**src/fbm_pkg.sv**
```systemverilog
// fbm_pkg: register map, field positions, reset values and codes for the monitor
// assumes a 32-bit axi4-lite slave and a single 250 MHz clock
`default_nettype none
package fbm_pkg;
    localparam logic [3:0] ADDR_CONFIG = 4'h0;
    localparam logic [3:0] ADDR_FLAGS = 4'h4;
    localparam logic [3:0] ADDR_RST_VEC = 4'h8;
    localparam logic [3:0] ADDR_NMI_VEC = 4'hc;
    // config fields
    localparam int CFG_PWR = 0;
    localparam int CFG_URST = 1;
    localparam int CFG_UIE = 2;
    localparam int CFG_CIE = 3;
    localparam logic [3:0] CFG_RESET = 4'h1;
    // flag fields
    localparam int FLG_CORR = 0;
    localparam int FLG_UNCORR = 1;
    // vector codes, arbitrary values
    localparam logic [7:0] VEC_NONE = 8'h00;
    localparam logic [7:0] RST_VEC_UNCORR = 8'h1a;
    localparam logic [7:0] NMI_VEC_UNCORR = 8'h02;
    localparam logic [7:0] NMI_VEC_CORR = 8'h04;
    localparam logic [1:0] RESP_OKAY = 2'b00;
    localparam logic [1:0] RESP_SLVERR = 2'b10;
endpackage
`default_nettype wire
```
**src/fbm_axil_if.sv**
```systemverilog
// fbm_axil_if: decoded register access strobes between the slave and the monitor core
// assumes one clock, strobes last one cycle
`default_nettype none
interface fbm_axil_if;
    logic wr_en;
    logic [3:0] wr_addr;
    logic [31:0] wr_data;
    logic rd_en;
    logic [3:0] rd_addr;
    logic [31:0] rd_data;
    logic hit;
    modport slave (output wr_en, wr_addr, wr_data, rd_en, rd_addr, input rd_data, hit);
    modport core (input wr_en, wr_addr, wr_data, rd_en, rd_addr, output rd_data, hit);
endinterface
`default_nettype wire

```
**src/fbm_axil_slave.sv**
```systemverilog
// fbm_axil_slave: axi4-lite slave turning bus transfers into register strobes
// assumes the master follows axi4-lite; one write and one read at a time
`default_nettype none
module fbm_axil_slave
    import fbm_pkg::*;
(
    input wire logic aclk,
    input wire logic aresetn,
    input wire logic [31:0] s_awaddr,
    input wire logic s_awvalid,
    output logic s_awready,
    input wire logic [31:0] s_wdata,
    input wire logic [3:0] s_wstrb,
    input wire logic s_wvalid,
    output logic s_wready,
    output logic [1:0] s_bresp,
    output logic s_bvalid,
    input wire logic s_bready,
    input wire logic [31:0] s_araddr,
    input wire logic s_arvalid,
    output logic s_arready,
    output logic [31:0] s_rdata,
    output logic [1:0] s_rresp,
    output logic s_rvalid,
    input wire logic s_rready,
    fbm_axil_if.slave rb
);
    logic aw_have_r, w_have_r, aw_oor_r;
    logic [3:0] aw_addr_r;
    logic [31:0] w_data_r;
    wire aw_take = s_awvalid && s_awready;
    wire w_take = s_wvalid && s_wready;
    wire ar_take = s_arvalid && s_arready;
    // hit is shared with the read decode, so a write waits out a read's take cycle
    wire do_write = aw_have_r && w_have_r && !s_bvalid && !ar_take;
    wire aligned_w = (aw_addr_r[1:0] == 2'b00);
    wire [3:0] ar_addr = s_araddr[3:0];
    wire ar_in_range = (s_araddr[31:4] == 28'h0000000) && (ar_addr[1:0] == 2'b00);
    // byte lanes ignored: every field sits in the low byte, partial writes land whole
    assign s_awready = !aw_have_r && !s_bvalid;
    assign s_wready = !w_have_r && !s_bvalid;
    assign s_arready = !s_rvalid;
    // out-of-range writes must not alias onto the low registers
    assign rb.wr_en = do_write && aligned_w && !aw_oor_r;
    assign rb.wr_addr = aw_addr_r;
    assign rb.wr_data = w_data_r;
    assign rb.rd_en = ar_take && ar_in_range;
    assign rb.rd_addr = ar_addr;

    always_ff @(posedge aclk) begin
        if (!aresetn) begin
            aw_have_r <= 1'b0;
            w_have_r <= 1'b0;
            aw_addr_r <= 4'h0;
            aw_oor_r <= 1'b0;
            w_data_r <= 32'h00000000;
            s_bvalid <= 1'b0;
            s_bresp <= RESP_OKAY;
        end else begin
            if (aw_take) begin
                aw_have_r <= 1'b1;
                aw_addr_r <= s_awaddr[3:0];
                aw_oor_r <= (s_awaddr[31:4] != 28'h0000000);
            end
            if (w_take) begin
                w_have_r <= 1'b1;
                w_data_r <= s_wdata;
            end
            if (do_write) begin
                aw_have_r <= 1'b0;
                w_have_r <= 1'b0;
                s_bvalid <= 1'b1;
                s_bresp <= (rb.hit && aligned_w && !aw_oor_r) ? RESP_OKAY : RESP_SLVERR;
            end else if (s_bvalid && s_bready) begin
                s_bvalid <= 1'b0;
            end
        end
    end

    always_ff @(posedge aclk) begin
        if (!aresetn) begin
            s_rvalid <= 1'b0;
            s_rdata <= 32'h00000000;
            s_rresp <= RESP_OKAY;
        end else if (ar_take) begin
            s_rvalid <= 1'b1;
            s_rdata <= ar_in_range ? rb.rd_data : 32'h00000000;
            s_rresp <= (ar_in_range && rb.hit) ? RESP_OKAY : RESP_SLVERR;
        end else if (s_rvalid && s_rready) begin
            s_rvalid <= 1'b0;
        end
    end
endmodule
`default_nettype wire

```
**src/fbm_monitor.sv**
```systemverilog
// fbm_monitor: bit-error monitor for a nonvolatile array, top module
// assumes error strobes come from the array read path on aclk, one cycle each;
// power_up_clear_reset goes to the system reset logic, which pulses aresetn back
//
// The implementer's own choices: the address map and register access over AXI4-Lite.
`default_nettype none
// Summary of operation
// - uncorrectable error with reset enable set fires the power-up-clear reset
// - a reset from an uncorrectable error leaves its code in the reset cause vector
// - uncorrectable error with its irq enable raises nmi and posts its nmi code
// - correctable error with its irq enable raises nmi and posts its nmi code
// - either error sets its flag in the flags register; otherwise it reads 0
// - both flags stay set until software clears each one by writing one
// - writing 0 to the power bit switches off the array supply regulator
module fbm_monitor
    import fbm_pkg::*;
(
    input wire logic aclk,
    input wire logic aresetn,
    input wire logic [31:0] s_awaddr,
    input wire logic s_awvalid,
    output logic s_awready,
    input wire logic [31:0] s_wdata,
    input wire logic [3:0] s_wstrb,
    input wire logic s_wvalid,
    output logic s_wready,
    output logic [1:0] s_bresp,
    output logic s_bvalid,
    input wire logic s_bready,
    input wire logic [31:0] s_araddr,
    input wire logic s_arvalid,
    output logic s_arready,
    output logic [31:0] s_rdata,
    output logic [1:0] s_rresp,
    output logic s_rvalid,
    input wire logic s_rready,
    input wire logic rd_strobe,
    input wire logic corr_err,
    input wire logic uncorr_err,
    output logic array_power_on,
    output logic power_up_clear_reset,
    output logic nmi,
    output logic irq
);
    fbm_axil_if rb ();

    fbm_axil_slave u_slave (
        .aclk(aclk),
        .aresetn(aresetn),
        .s_awaddr(s_awaddr),
        .s_awvalid(s_awvalid),
        .s_awready(s_awready),
        .s_wdata(s_wdata),
        .s_wstrb(s_wstrb),
        .s_wvalid(s_wvalid),
        .s_wready(s_wready),
        .s_bresp(s_bresp),
        .s_bvalid(s_bvalid),
        .s_bready(s_bready),
        .s_araddr(s_araddr),
        .s_arvalid(s_arvalid),
        .s_arready(s_arready),
        .s_rdata(s_rdata),
        .s_rresp(s_rresp),
        .s_rvalid(s_rvalid),
        .s_rready(s_rready),
        .rb(rb)
    );

    logic [3:0] cfg_r;
    logic [1:0] flags_r;
    logic [7:0] rst_vec_r;
    logic [7:0] nmi_vec_r;
    logic [1:0] nmi_pend_r;
    logic puc_r;
    // the cause survives the reset it triggers, so it sits outside aresetn
    logic cause_valid_r;

    // errors only count on a read strobe
    wire ev_corr = rd_strobe && corr_err && !uncorr_err;
    wire ev_uncorr = rd_strobe && uncorr_err;
    wire wr_cfg = rb.wr_en && (rb.wr_addr == ADDR_CONFIG);
    wire wr_flags = rb.wr_en && (rb.wr_addr == ADDR_FLAGS);
    wire rd_rst = rb.rd_en && (rb.rd_addr == ADDR_RST_VEC);
    wire rd_nmi = rb.rd_en && (rb.rd_addr == ADDR_NMI_VEC);
    wire [1:0] flag_set = {ev_uncorr, ev_corr};
    wire [1:0] flag_clr = wr_flags ? rb.wr_data[1:0] : 2'b00;
    wire fire_puc = ev_uncorr && cfg_r[CFG_URST];
    wire fire_unmi = ev_uncorr && cfg_r[CFG_UIE];
    wire fire_cnmi = ev_corr && cfg_r[CFG_CIE];
    wire [1:0] nmi_set = {fire_unmi, fire_cnmi};
    // reading the nmi vector acknowledges the highest pending source
    wire [1:0] nmi_ack = !rd_nmi ? 2'b00 :
        nmi_pend_r[FLG_UNCORR] ? 2'b10 : nmi_pend_r[FLG_CORR] ? 2'b01 : 2'b00;
    wire [1:0] nmi_pend_nxt = (nmi_pend_r & ~nmi_ack) | nmi_set;
    wire [7:0] nmi_vec_nxt = nmi_pend_nxt[FLG_UNCORR] ? NMI_VEC_UNCORR :
        nmi_pend_nxt[FLG_CORR] ? NMI_VEC_CORR : VEC_NONE;

    assign rb.hit = rb.wr_en ? (wr_cfg || wr_flags) :
        (rb.rd_addr == ADDR_CONFIG) || (rb.rd_addr == ADDR_FLAGS) ||
        (rb.rd_addr == ADDR_RST_VEC) || (rb.rd_addr == ADDR_NMI_VEC);
    assign rb.rd_data = (rb.rd_addr == ADDR_CONFIG) ? {28'h0000000, cfg_r} :
        (rb.rd_addr == ADDR_FLAGS) ? {30'h0, flags_r} :
        (rb.rd_addr == ADDR_RST_VEC) ? {24'h000000, rst_vec_r} :
        (rb.rd_addr == ADDR_NMI_VEC) ? {24'h000000, nmi_vec_r} : 32'h00000000;

    assign array_power_on = cfg_r[CFG_PWR];
    assign power_up_clear_reset = puc_r;
    assign nmi = |nmi_pend_r;
    // flags register doubles as status, config enables as mask
    assign irq = (flags_r[FLG_CORR] && cfg_r[CFG_CIE]) ||
        (flags_r[FLG_UNCORR] && cfg_r[CFG_UIE]);

    always_ff @(posedge aclk) begin
        if (!aresetn) begin
            cfg_r <= CFG_RESET;
        end else if (wr_cfg) begin
            cfg_r <= rb.wr_data[3:0];
        end
    end

    always_ff @(posedge aclk) begin
        if (!aresetn) begin
            flags_r <= 2'b00;
        end else begin
            // set beats a simultaneous clear
            flags_r <= (flags_r & ~flag_clr) | flag_set;
        end
    end

    always_ff @(posedge aclk) begin
        if (!aresetn) begin
            nmi_pend_r <= 2'b00;
            nmi_vec_r <= VEC_NONE;
        end else begin
            nmi_pend_r <= nmi_pend_nxt;
            nmi_vec_r <= nmi_vec_nxt;
        end
    end

    always_ff @(posedge aclk) begin
        if (!aresetn) begin
            puc_r <= 1'b0;
        end else begin
            puc_r <= fire_puc;
        end
    end

    // reset cause: latched when fired, shown after the reset, cleared by reading it
    always_ff @(posedge aclk) begin
        if (fire_puc) begin
            cause_valid_r <= 1'b1;
        end else if (rd_rst && aresetn) begin
            cause_valid_r <= 1'b0;
        end else if (cause_valid_r !== 1'b1) begin
            cause_valid_r <= 1'b0;
        end
    end

    always_ff @(posedge aclk) begin
        if (!aresetn) begin
            rst_vec_r <= cause_valid_r ? RST_VEC_UNCORR : VEC_NONE;
        end else if (fire_puc) begin
            rst_vec_r <= RST_VEC_UNCORR;
        end else if (rd_rst) begin
            rst_vec_r <= VEC_NONE;
        end
    end
endmodule
`default_nettype wire

```
**config.mk**
```make
export PLATFORM = sky130hd
export DESIGN_NAME = fbm_monitor
export DESIGN_NICKNAME = d
export VERILOG_FILES = /design/src/fbm_pkg.sv /design/src/fbm_axil_if.sv /design/src/fbm_axil_slave.sv /design/src/fbm_monitor.sv
export SDC_FILE = /design/constraint.sdc
export NUM_CORES = 1
export LEC_CHECK = 0
export ABC_AREA = 0
export BUFFER_PORTS_ARGS = -buffer_cell sky130_fd_sc_hd__buf_2
export CORE_UTILIZATION = 34
export DETAILED_ROUTE_END_ITERATION = 8
export GPL_TIMING_DRIVEN = 0
export PLACE_DENSITY_LB_ADDON = 0.3
export SYNTH_ARGS = -nofsm -noshare
export SYNTH_HDL_FRONTEND = slang
export SYNTH_SLANG_ARGS = --single-unit
```
**constraint.sdc**
```tcl
create_clock -name aclk -period 1.5 [get_ports aclk]
set_clock_uncertainty 0.1 [all_clocks]
set_input_delay 0.15 -clock aclk [delete_from_list [all_inputs] [get_ports aclk]]
set_output_delay 0.15 -clock aclk [all_outputs]
set_load 0.02 [all_outputs]
```
==> impl_results.md, run 1 <==
- Sequential fraction of the synthesis area: 0.384
- R2r endpoint: cfg_r[0]$_SDFFE_PN1P_
- Worst Hold End: u_slave.w_have_r$_SDFFE_PP0P_
- Vias in the first global route: between 1000 and 1500
- Placed Instance Area: approximately 0.0024 mm²
- Nets@finish: approximately 430
- Endpoints failing hold: 0
- Htree depth: 2
- DR vias: 1693
- TritonCTS Sinks: 32
- Root Buffer: clkbuf_8
- P&R area growth vs syn: 49.9%
- VDD IR max: between 0.3 and 0.4 mV
- Cell area after layout: roughly 0.0025 mm²
- Pins Over Slew Limit: 0
- Max-cap check violation count: 0
- DP HPWL: 3.25 mm
- HP Class: input pin to flip-flop
- Largest net degree at the start of global routing: 11
- Post-synth top area cell: dfxtp_1
- Clock period minus final worst setup slack: 1560 ps
- Synth warnings: 0
- Failing checks: setup timing
- Most frequent cell after synthesis: dfxtp_1
- Cells after Synth: approximately 190
- Setup ws final: -56.1 ps
- CP Max Fanout: 4
- Drt pass-1 iters: 4
- FFs w/ async S/R, synth: 0
- Final std cells w/o fill: 391
- Int Power: 1.48 mW
- Worst-path clk slew: 70 ps
- RSZ-0062 raised after global routing: true
- Critical R2R Launch: u_slave.rb.wr_addr[0]$_SDFFE_PN0P_
- P_leak: 1.26 nW
- Startpoint Class: flip-flop
- Syn Area/Cell: 8.83 µm²
- Layout cells sized above 1: 0.460
- Reg2Reg Setup Slack: -60 ps
- Hold Path Depth: 3
- Final wirelength: 4.16 mm
- Combinational share of power: 0.212
- R2R depth: 5
- Pwr dens: around 800 mW/mm²
- Starting Density: 0.357
- Seq cells post-synth: 32
- Switch share: 0.278
- Status: finished with violations
- Fmax: 643 MHz
- Die Y: 72.6 µm
- Largest cells by area after synthesis: dfxtp_1 37%, buf_4 13%, mux2i_1 8.3%
- Ys flop type: dfxtp_1
- Grt total ovfl: 0
- Final Setup Violations: 4
- Crit Path Class: flip-flop to flip-flop
- Arrival @ worst endpoint: 1610 ps
- Vias per inst: 4.33
- TritonCTS buffer count: 5
- Initial antenna violation count: 0
- List of most frequent post-synthesis cells: 31 x dfxtp_1, 29 x buf_4, 16 x nor2b_1
- # rows: 25
- Die ar.: 0.00527 mm²
- GP Congestion: 0.695
- HP Start: s_wvalid
- Final worst-path cycle share: 1.04
- TritonCTS clock tree: yes
- Placed insts: about 380
- Clock Latency Late Sink: 280 ps
- Die X-Extent: 72.6 µm
- Longest Clk Path Bufs: 2
- DRT iter0 DRCs: 55
- Core ar.: ~0.0048 mm²
- Number of distinct library cells after synthesis: 35
- P_sw: approximately 0.57 mW
- Sequential share of power: 0.455
- Worst setup startpoint: u_slave.rb.wr_addr[0]$_SDFFE_PN0P_
- Mapped Area: roughly 0.0017 mm²
- Top Ports: roughly 160
- Crit. End Element: flip-flop
- Post-synth EDFFs: 1
- Req. time, crit path: about 1600 ps
- Clock network power share: 0.333
- First-pass GRT wire length: roughly 6 mm
- Tot GR Track Use: 0.150
- Per-cell routed wire length: about 11 µm
- Fill count: 473
- Synth top area share: 0.366
- IO buf count: 91
- DRC viols: 0
- Post-route ant nets: 0
- Inserted Diodes: 0
cells by family (layout without fill, tap and decap cells):
group / after synthesis / after routing / share of synthesized area
compound gates: 21 / 21 / 0.0797
flops: 32 / 32 / 0.384
other cells: 1 / 29 / 0.00221
mux: 16 / 16 / 0.103
simple gates: 81 / 81 / 0.276
buf+inv: 41 / 145 / 0.156
area by class of cell:
class                   instances  area, µm²  area share
repair buffers                 96        495       0.195
well taps                      67       83.8      0.0330
inverters                       5       18.8     0.00739
clock buffers                   6       82.6      0.0325
clock inverters                 2       10.0     0.00394
flip-flops and latches         32        656       0.258
plain buffers                  36        249      0.0980
multi-input cells             147        946       0.372
worst max-delay path, cell delays in order, from the launching register on:
cell and delay (ps):
dfxtp_2 340, nor4_4 270, nand4b_1 230, nor2_4 220, mux2i_1 200, nand2_1 60
state kept, by name, indices dropped and copies added, names as in the netlist, 2 cells and up:
name,count
nmi_vec_r,2
cfg_r,4
flags_r,2
u_slave.rb.wr_addr,4
u_slave.s_rdata,5
u_slave.rb.wr_data,4
placed cells by master (no fill, tap or decap), types with 2 or more instances in the layout:
master / count
buf_2: 91
buf_4: 34
conb_1: 29
dfxtp_1: 29
nor2b_1: 16
mux2i_1: 14
nand2_1: 13
nor4_1: 12
nor2_1: 11
clkbuf_8: 6
clkbuf_1: 5
nor4_4: 4
inv_1: 4
o21ai_0: 4
and2_1: 4
nand3_1: 4
a22oi_1: 4
nand4_1: 3
nand3b_1: 3
a21oi_1: 3
and3_1: 2
nand2b_1: 2
nand4b_1: 2
o21ai_2: 2
a21boi_1: 2
o21ai_1: 2
clkinv_2: 2
repair_timing:
item	in CTS	in global routing
buffers inserted	3	1
setup endpoints to repair	6	9
resized for setup	3	7
hold buffers	1	0
hold endpoints to repair	1	0
pin swaps	3	5
cloned	0	0
layer usage:
layer,track usage,share of wire,up-vias
met4,0.0523,0.012,0
li1,-,-,877
met2,0.263,0.49,81
met3,0.0525,0.083,9
met5,0,0,-
met1,0.168,0.42,726
power groups by stage:
stage / logic, mW / clock network, mW / registers (mW)
after global routing: 0.472 / 0.735 / 0.936
after global placement: 0.416 / 0 / 0.942
after floorplan: 0.265 / 0 / 0.945
final: 0.434 / 0.680 / 0.930
after CTS: 0.427 / 0.700 / 0.926
after detailed placement: 0.420 / 0 / 0.943
how the worst max path moves through the flow:
stage / end / slack, ps / depth (start not counted)
2_1_floorplan: rst_vec_r[3]$_DFFE_PP_ / -70 / 5
3_3_place_gp: rst_vec_r[3]$_DFFE_PP_ / -410 / 6
3_5_place_dp: rst_vec_r[3]$_DFFE_PP_ / -410 / 6
4_1_cts: cfg_r[0]$_SDFFE_PN1P_ / -20 / 5
5_1_grt: cfg_r[1]$_SDFFE_PN0P_ / -180 / 5
6_report: cfg_r[0]$_SDFFE_PN1P_ / -60 / 5
metrics by stage:
stage	total power [mW]	worst slack, ps	TNS [ps]	utilization	hold WS [ps]
finish	2.04	-56.1	-162	0.534	19.8
global route	2.14	-181	-798	0.534	6.68
floorplan	1.21	-73.5	-73.5	-	187
CTS	2.05	-16.5	-16.5	0.529	13.5
global placement	1.36	-406	-2260	0.501	304
detailed placement	1.36	-413	-2450	0.501	305
No activity file was read; power rests on OpenSTA's default activity.
==> run 2, diff against run 1 <==
- GPL_TIMING_DRIVEN: 0 -> 1
==> impl_results.md, run 2 (same netlist as run 1, synthesis figures left out) <==
- Most frequent cells in the layout: 93 x buf_2, 29 x conb_1, 29 x dfxtp_1
- Arrival @ worst endpoint: 1560 ps (-50 ps)
- # rows: 25 (unchanged)
- IO buf count: 93 (+2.2%)
- Inserted Diodes: 0 (unchanged)
- Placed Instance Area: 0.00221 mm² (-7.4%)
- Clock Latency Late Sink: 280 ps (about the same)
- RSZ-0062 raised after global routing: true
- TritonCTS buffer count: 5 (unchanged)
- Final worst-path cycle share: 0.996 (-0.0410)
- Final Setup Violations: 0 (-4)
- TritonCTS Sinks: 32 (unchanged)
- DR vias: 1588 (-6.2%)
- R2R depth: 5 (unchanged)
- Nets@finish: 402 (-7.2%)
- Starting Density: 0.357 (unchanged)
- Biggest register: u_slave.s_rdata
- HP Start: s_wvalid
- Largest net degree at the start of global routing: 18 (+7)
- Critical R2R Launch: u_slave.rb.wr_addr[0]$_SDFFE_PN0P_
- Die X-Extent: 72.6 µm (unchanged)
- Clock period minus final worst setup slack: 1490 ps (-61.6 ps)
- P_leak: 1.10 nW (-13%)
- HP Class: input pin to flip-flop
- Per-cell routed wire length: 10.7 µm (+0.11%)
- Final wirelength: 3.84 mm (-7.8%)
- Vias per inst: 4.41 (+1.9%)
- Fill count: 483 (+2.1%)
- Endpoints failing hold: 0 (unchanged)
- Fmax: 669 MHz (+4.1%)
- Hold Path Depth: 3 (unchanged)
- Core ar.: 0.00475 mm² (unchanged)
- Initial antenna violation count: 0 (unchanged)
- Pwr dens: 854 mW/mm² (+6.2%)
- Longest Clk Path Bufs: 2 (unchanged)
- Req. time, crit path: 1570 ps (+20 ps)
- Layout cells sized above 1: 0.410 (-0.0503)
- Max-cap check violation count: 0 (unchanged)
- DRC viols: 0 (unchanged)
- Startpoint Class: flip-flop
- Worst-path clk slew: 60 ps (about the same)
- Vias in the first global route: 1308 (-3.9%)
- Die Y: 72.6 µm (unchanged)
- Root Buffer: clkbuf_8
- CP Max Fanout: 4 (unchanged)
- First-pass GRT wire length: 5.69 mm (-4.3%)
- Post-route ant nets: 0 (unchanged)
- Cell area after layout: 0.00230 mm² (-9.4%)
- VDD IR max: 0.401 mV (+21%)
- Reg2Reg Setup Slack: 5 ps (+60 ps)
- Reg area: 656 µm² (unchanged)
- Pins Over Slew Limit: 0 (unchanged)
- Drt pass-1 iters: 4 (unchanged)
- Multi-input combinational cell area: 930 µm² (-1.7%)
- Status: finished clean
- Post-CTS setup buffers: 0 (-3)
- Worst Hold End: u_slave.w_have_r$_SDFFE_PP0P_
- CTS Hold Bufs: 0 (-1)
- Commonest non-fill, non-tap cell in the layout: buf_2
- P&R area growth vs syn: 35.9%
- Htree depth: 2 (unchanged)
- Final std cells w/o fill: 360 (-7.9%)
- Grt total ovfl: 0 (unchanged)
- R2r endpoint: cfg_r[2]$_SDFFE_PN0P_
- Placed insts: 352 (-6.9%)
- Crit Path Class: flip-flop to flip-flop
- TritonCTS clock tree: yes
- Worst Hold Slack: 12.6 ps (-7.19 ps)
- Tot GR Track Use: 0.142 (-0.00775)
- Crit. End Element: flip-flop
- Top Ports: 155 (unchanged)
- GP Congestion: 0.714 (+2.7%)
- DRT iter0 DRCs: 27 (-51%)
- DP HPWL: 3.14 mm (-3.4%)
- Die ar.: 0.00527 mm² (unchanged)
- Largest register FFs: 5 (unchanged)
## run 2: cell types whose count changed in the layout (fill, tap and decap cells not counted), sizes merged
cell / change
clkinv: -2
clkbuf: -4
buf: -24
dlygate4sd3: -1
## run 2: where the power goes
group	total (mW)	switching (mW)	internal (mW)
Combinational	0.372	0.207	0.165
Clock	0.671	0.298	0.374
Sequential	0.924	0.0304	0.894
Total	1.97	0.535	1.43
## run 2: worst max-delay path by stage
stage	startpoint	to	slack (ps)	cells after the start
2_1_floorplan	s_araddr[25]	rst_vec_r[3]$_DFFE_PP_	-70	5
3_3_place_gp	s_araddr[26]	cause_valid_r$_SDFFE_PP1P_	-110	7
3_5_place_dp	s_araddr[25]	cause_valid_r$_SDFFE_PP1P_	-110	7
4_1_cts	u_slave.rb.wr_addr[0]$_SDFFE_PN0P_	cfg_r[2]$_SDFFE_PN0P_	-20	5
5_1_grt	u_slave.rb.wr_addr[0]$_SDFFE_PN0P_	cfg_r[1]$_SDFFE_PN0P_	-90	5
6_report	u_slave.rb.wr_addr[0]$_SDFFE_PN0P_	cfg_r[2]$_SDFFE_PN0P_	5	5
## run 2: routing by layer
| layer | global-route usage | share of wire | vias to the layer above |
|---|---|---|---|
| li1 | - | - | 813 |
| met1 | 0.158 | 0.42 | 703 |
| met2 | 0.243 | 0.49 | 66 |
| met3 | 0.0456 | 0.075 | 6 |
| met4 | 0.0719 | 0.014 | 0 |
| met5 | 0 | 0 | - |
## run 2: stage by stage
step	worst slack [ps]	TNS (ps)	util	total power, mW
finish	5.48	0	0.484	1.97
CTS	-20.8	-21.0	0.484	1.99
global route	-93.8	-228	0.484	2.07
floorplan	-73.5	-73.5	-	1.21
global placement	-108	-598	0.464	1.31
detailed placement	-108	-737	0.464	1.31
## run 2: final cells by class
type                            count  area share
Multi-Input combinational cell    147       0.404
Sequential cell                    32       0.285
Timing Repair Buffer              101       0.228
Clock buffer                        8      0.0391
Tap cell                           67      0.0364
Inverter                            5     0.00815
## run 2: worst max-delay path: stages, from the launching register on
cell,delay (ps)
dfxtp_2,320
nor4_2,260
nand4b_1,210
nor2_4,210
mux2i_1,210
nor2b_1,70
## run 2: what timing repair did
item,in CTS,in global routing
setup endpoints to repair,6,5
cloned,0,0
pin swaps,2,1
gates resized for setup,2,3
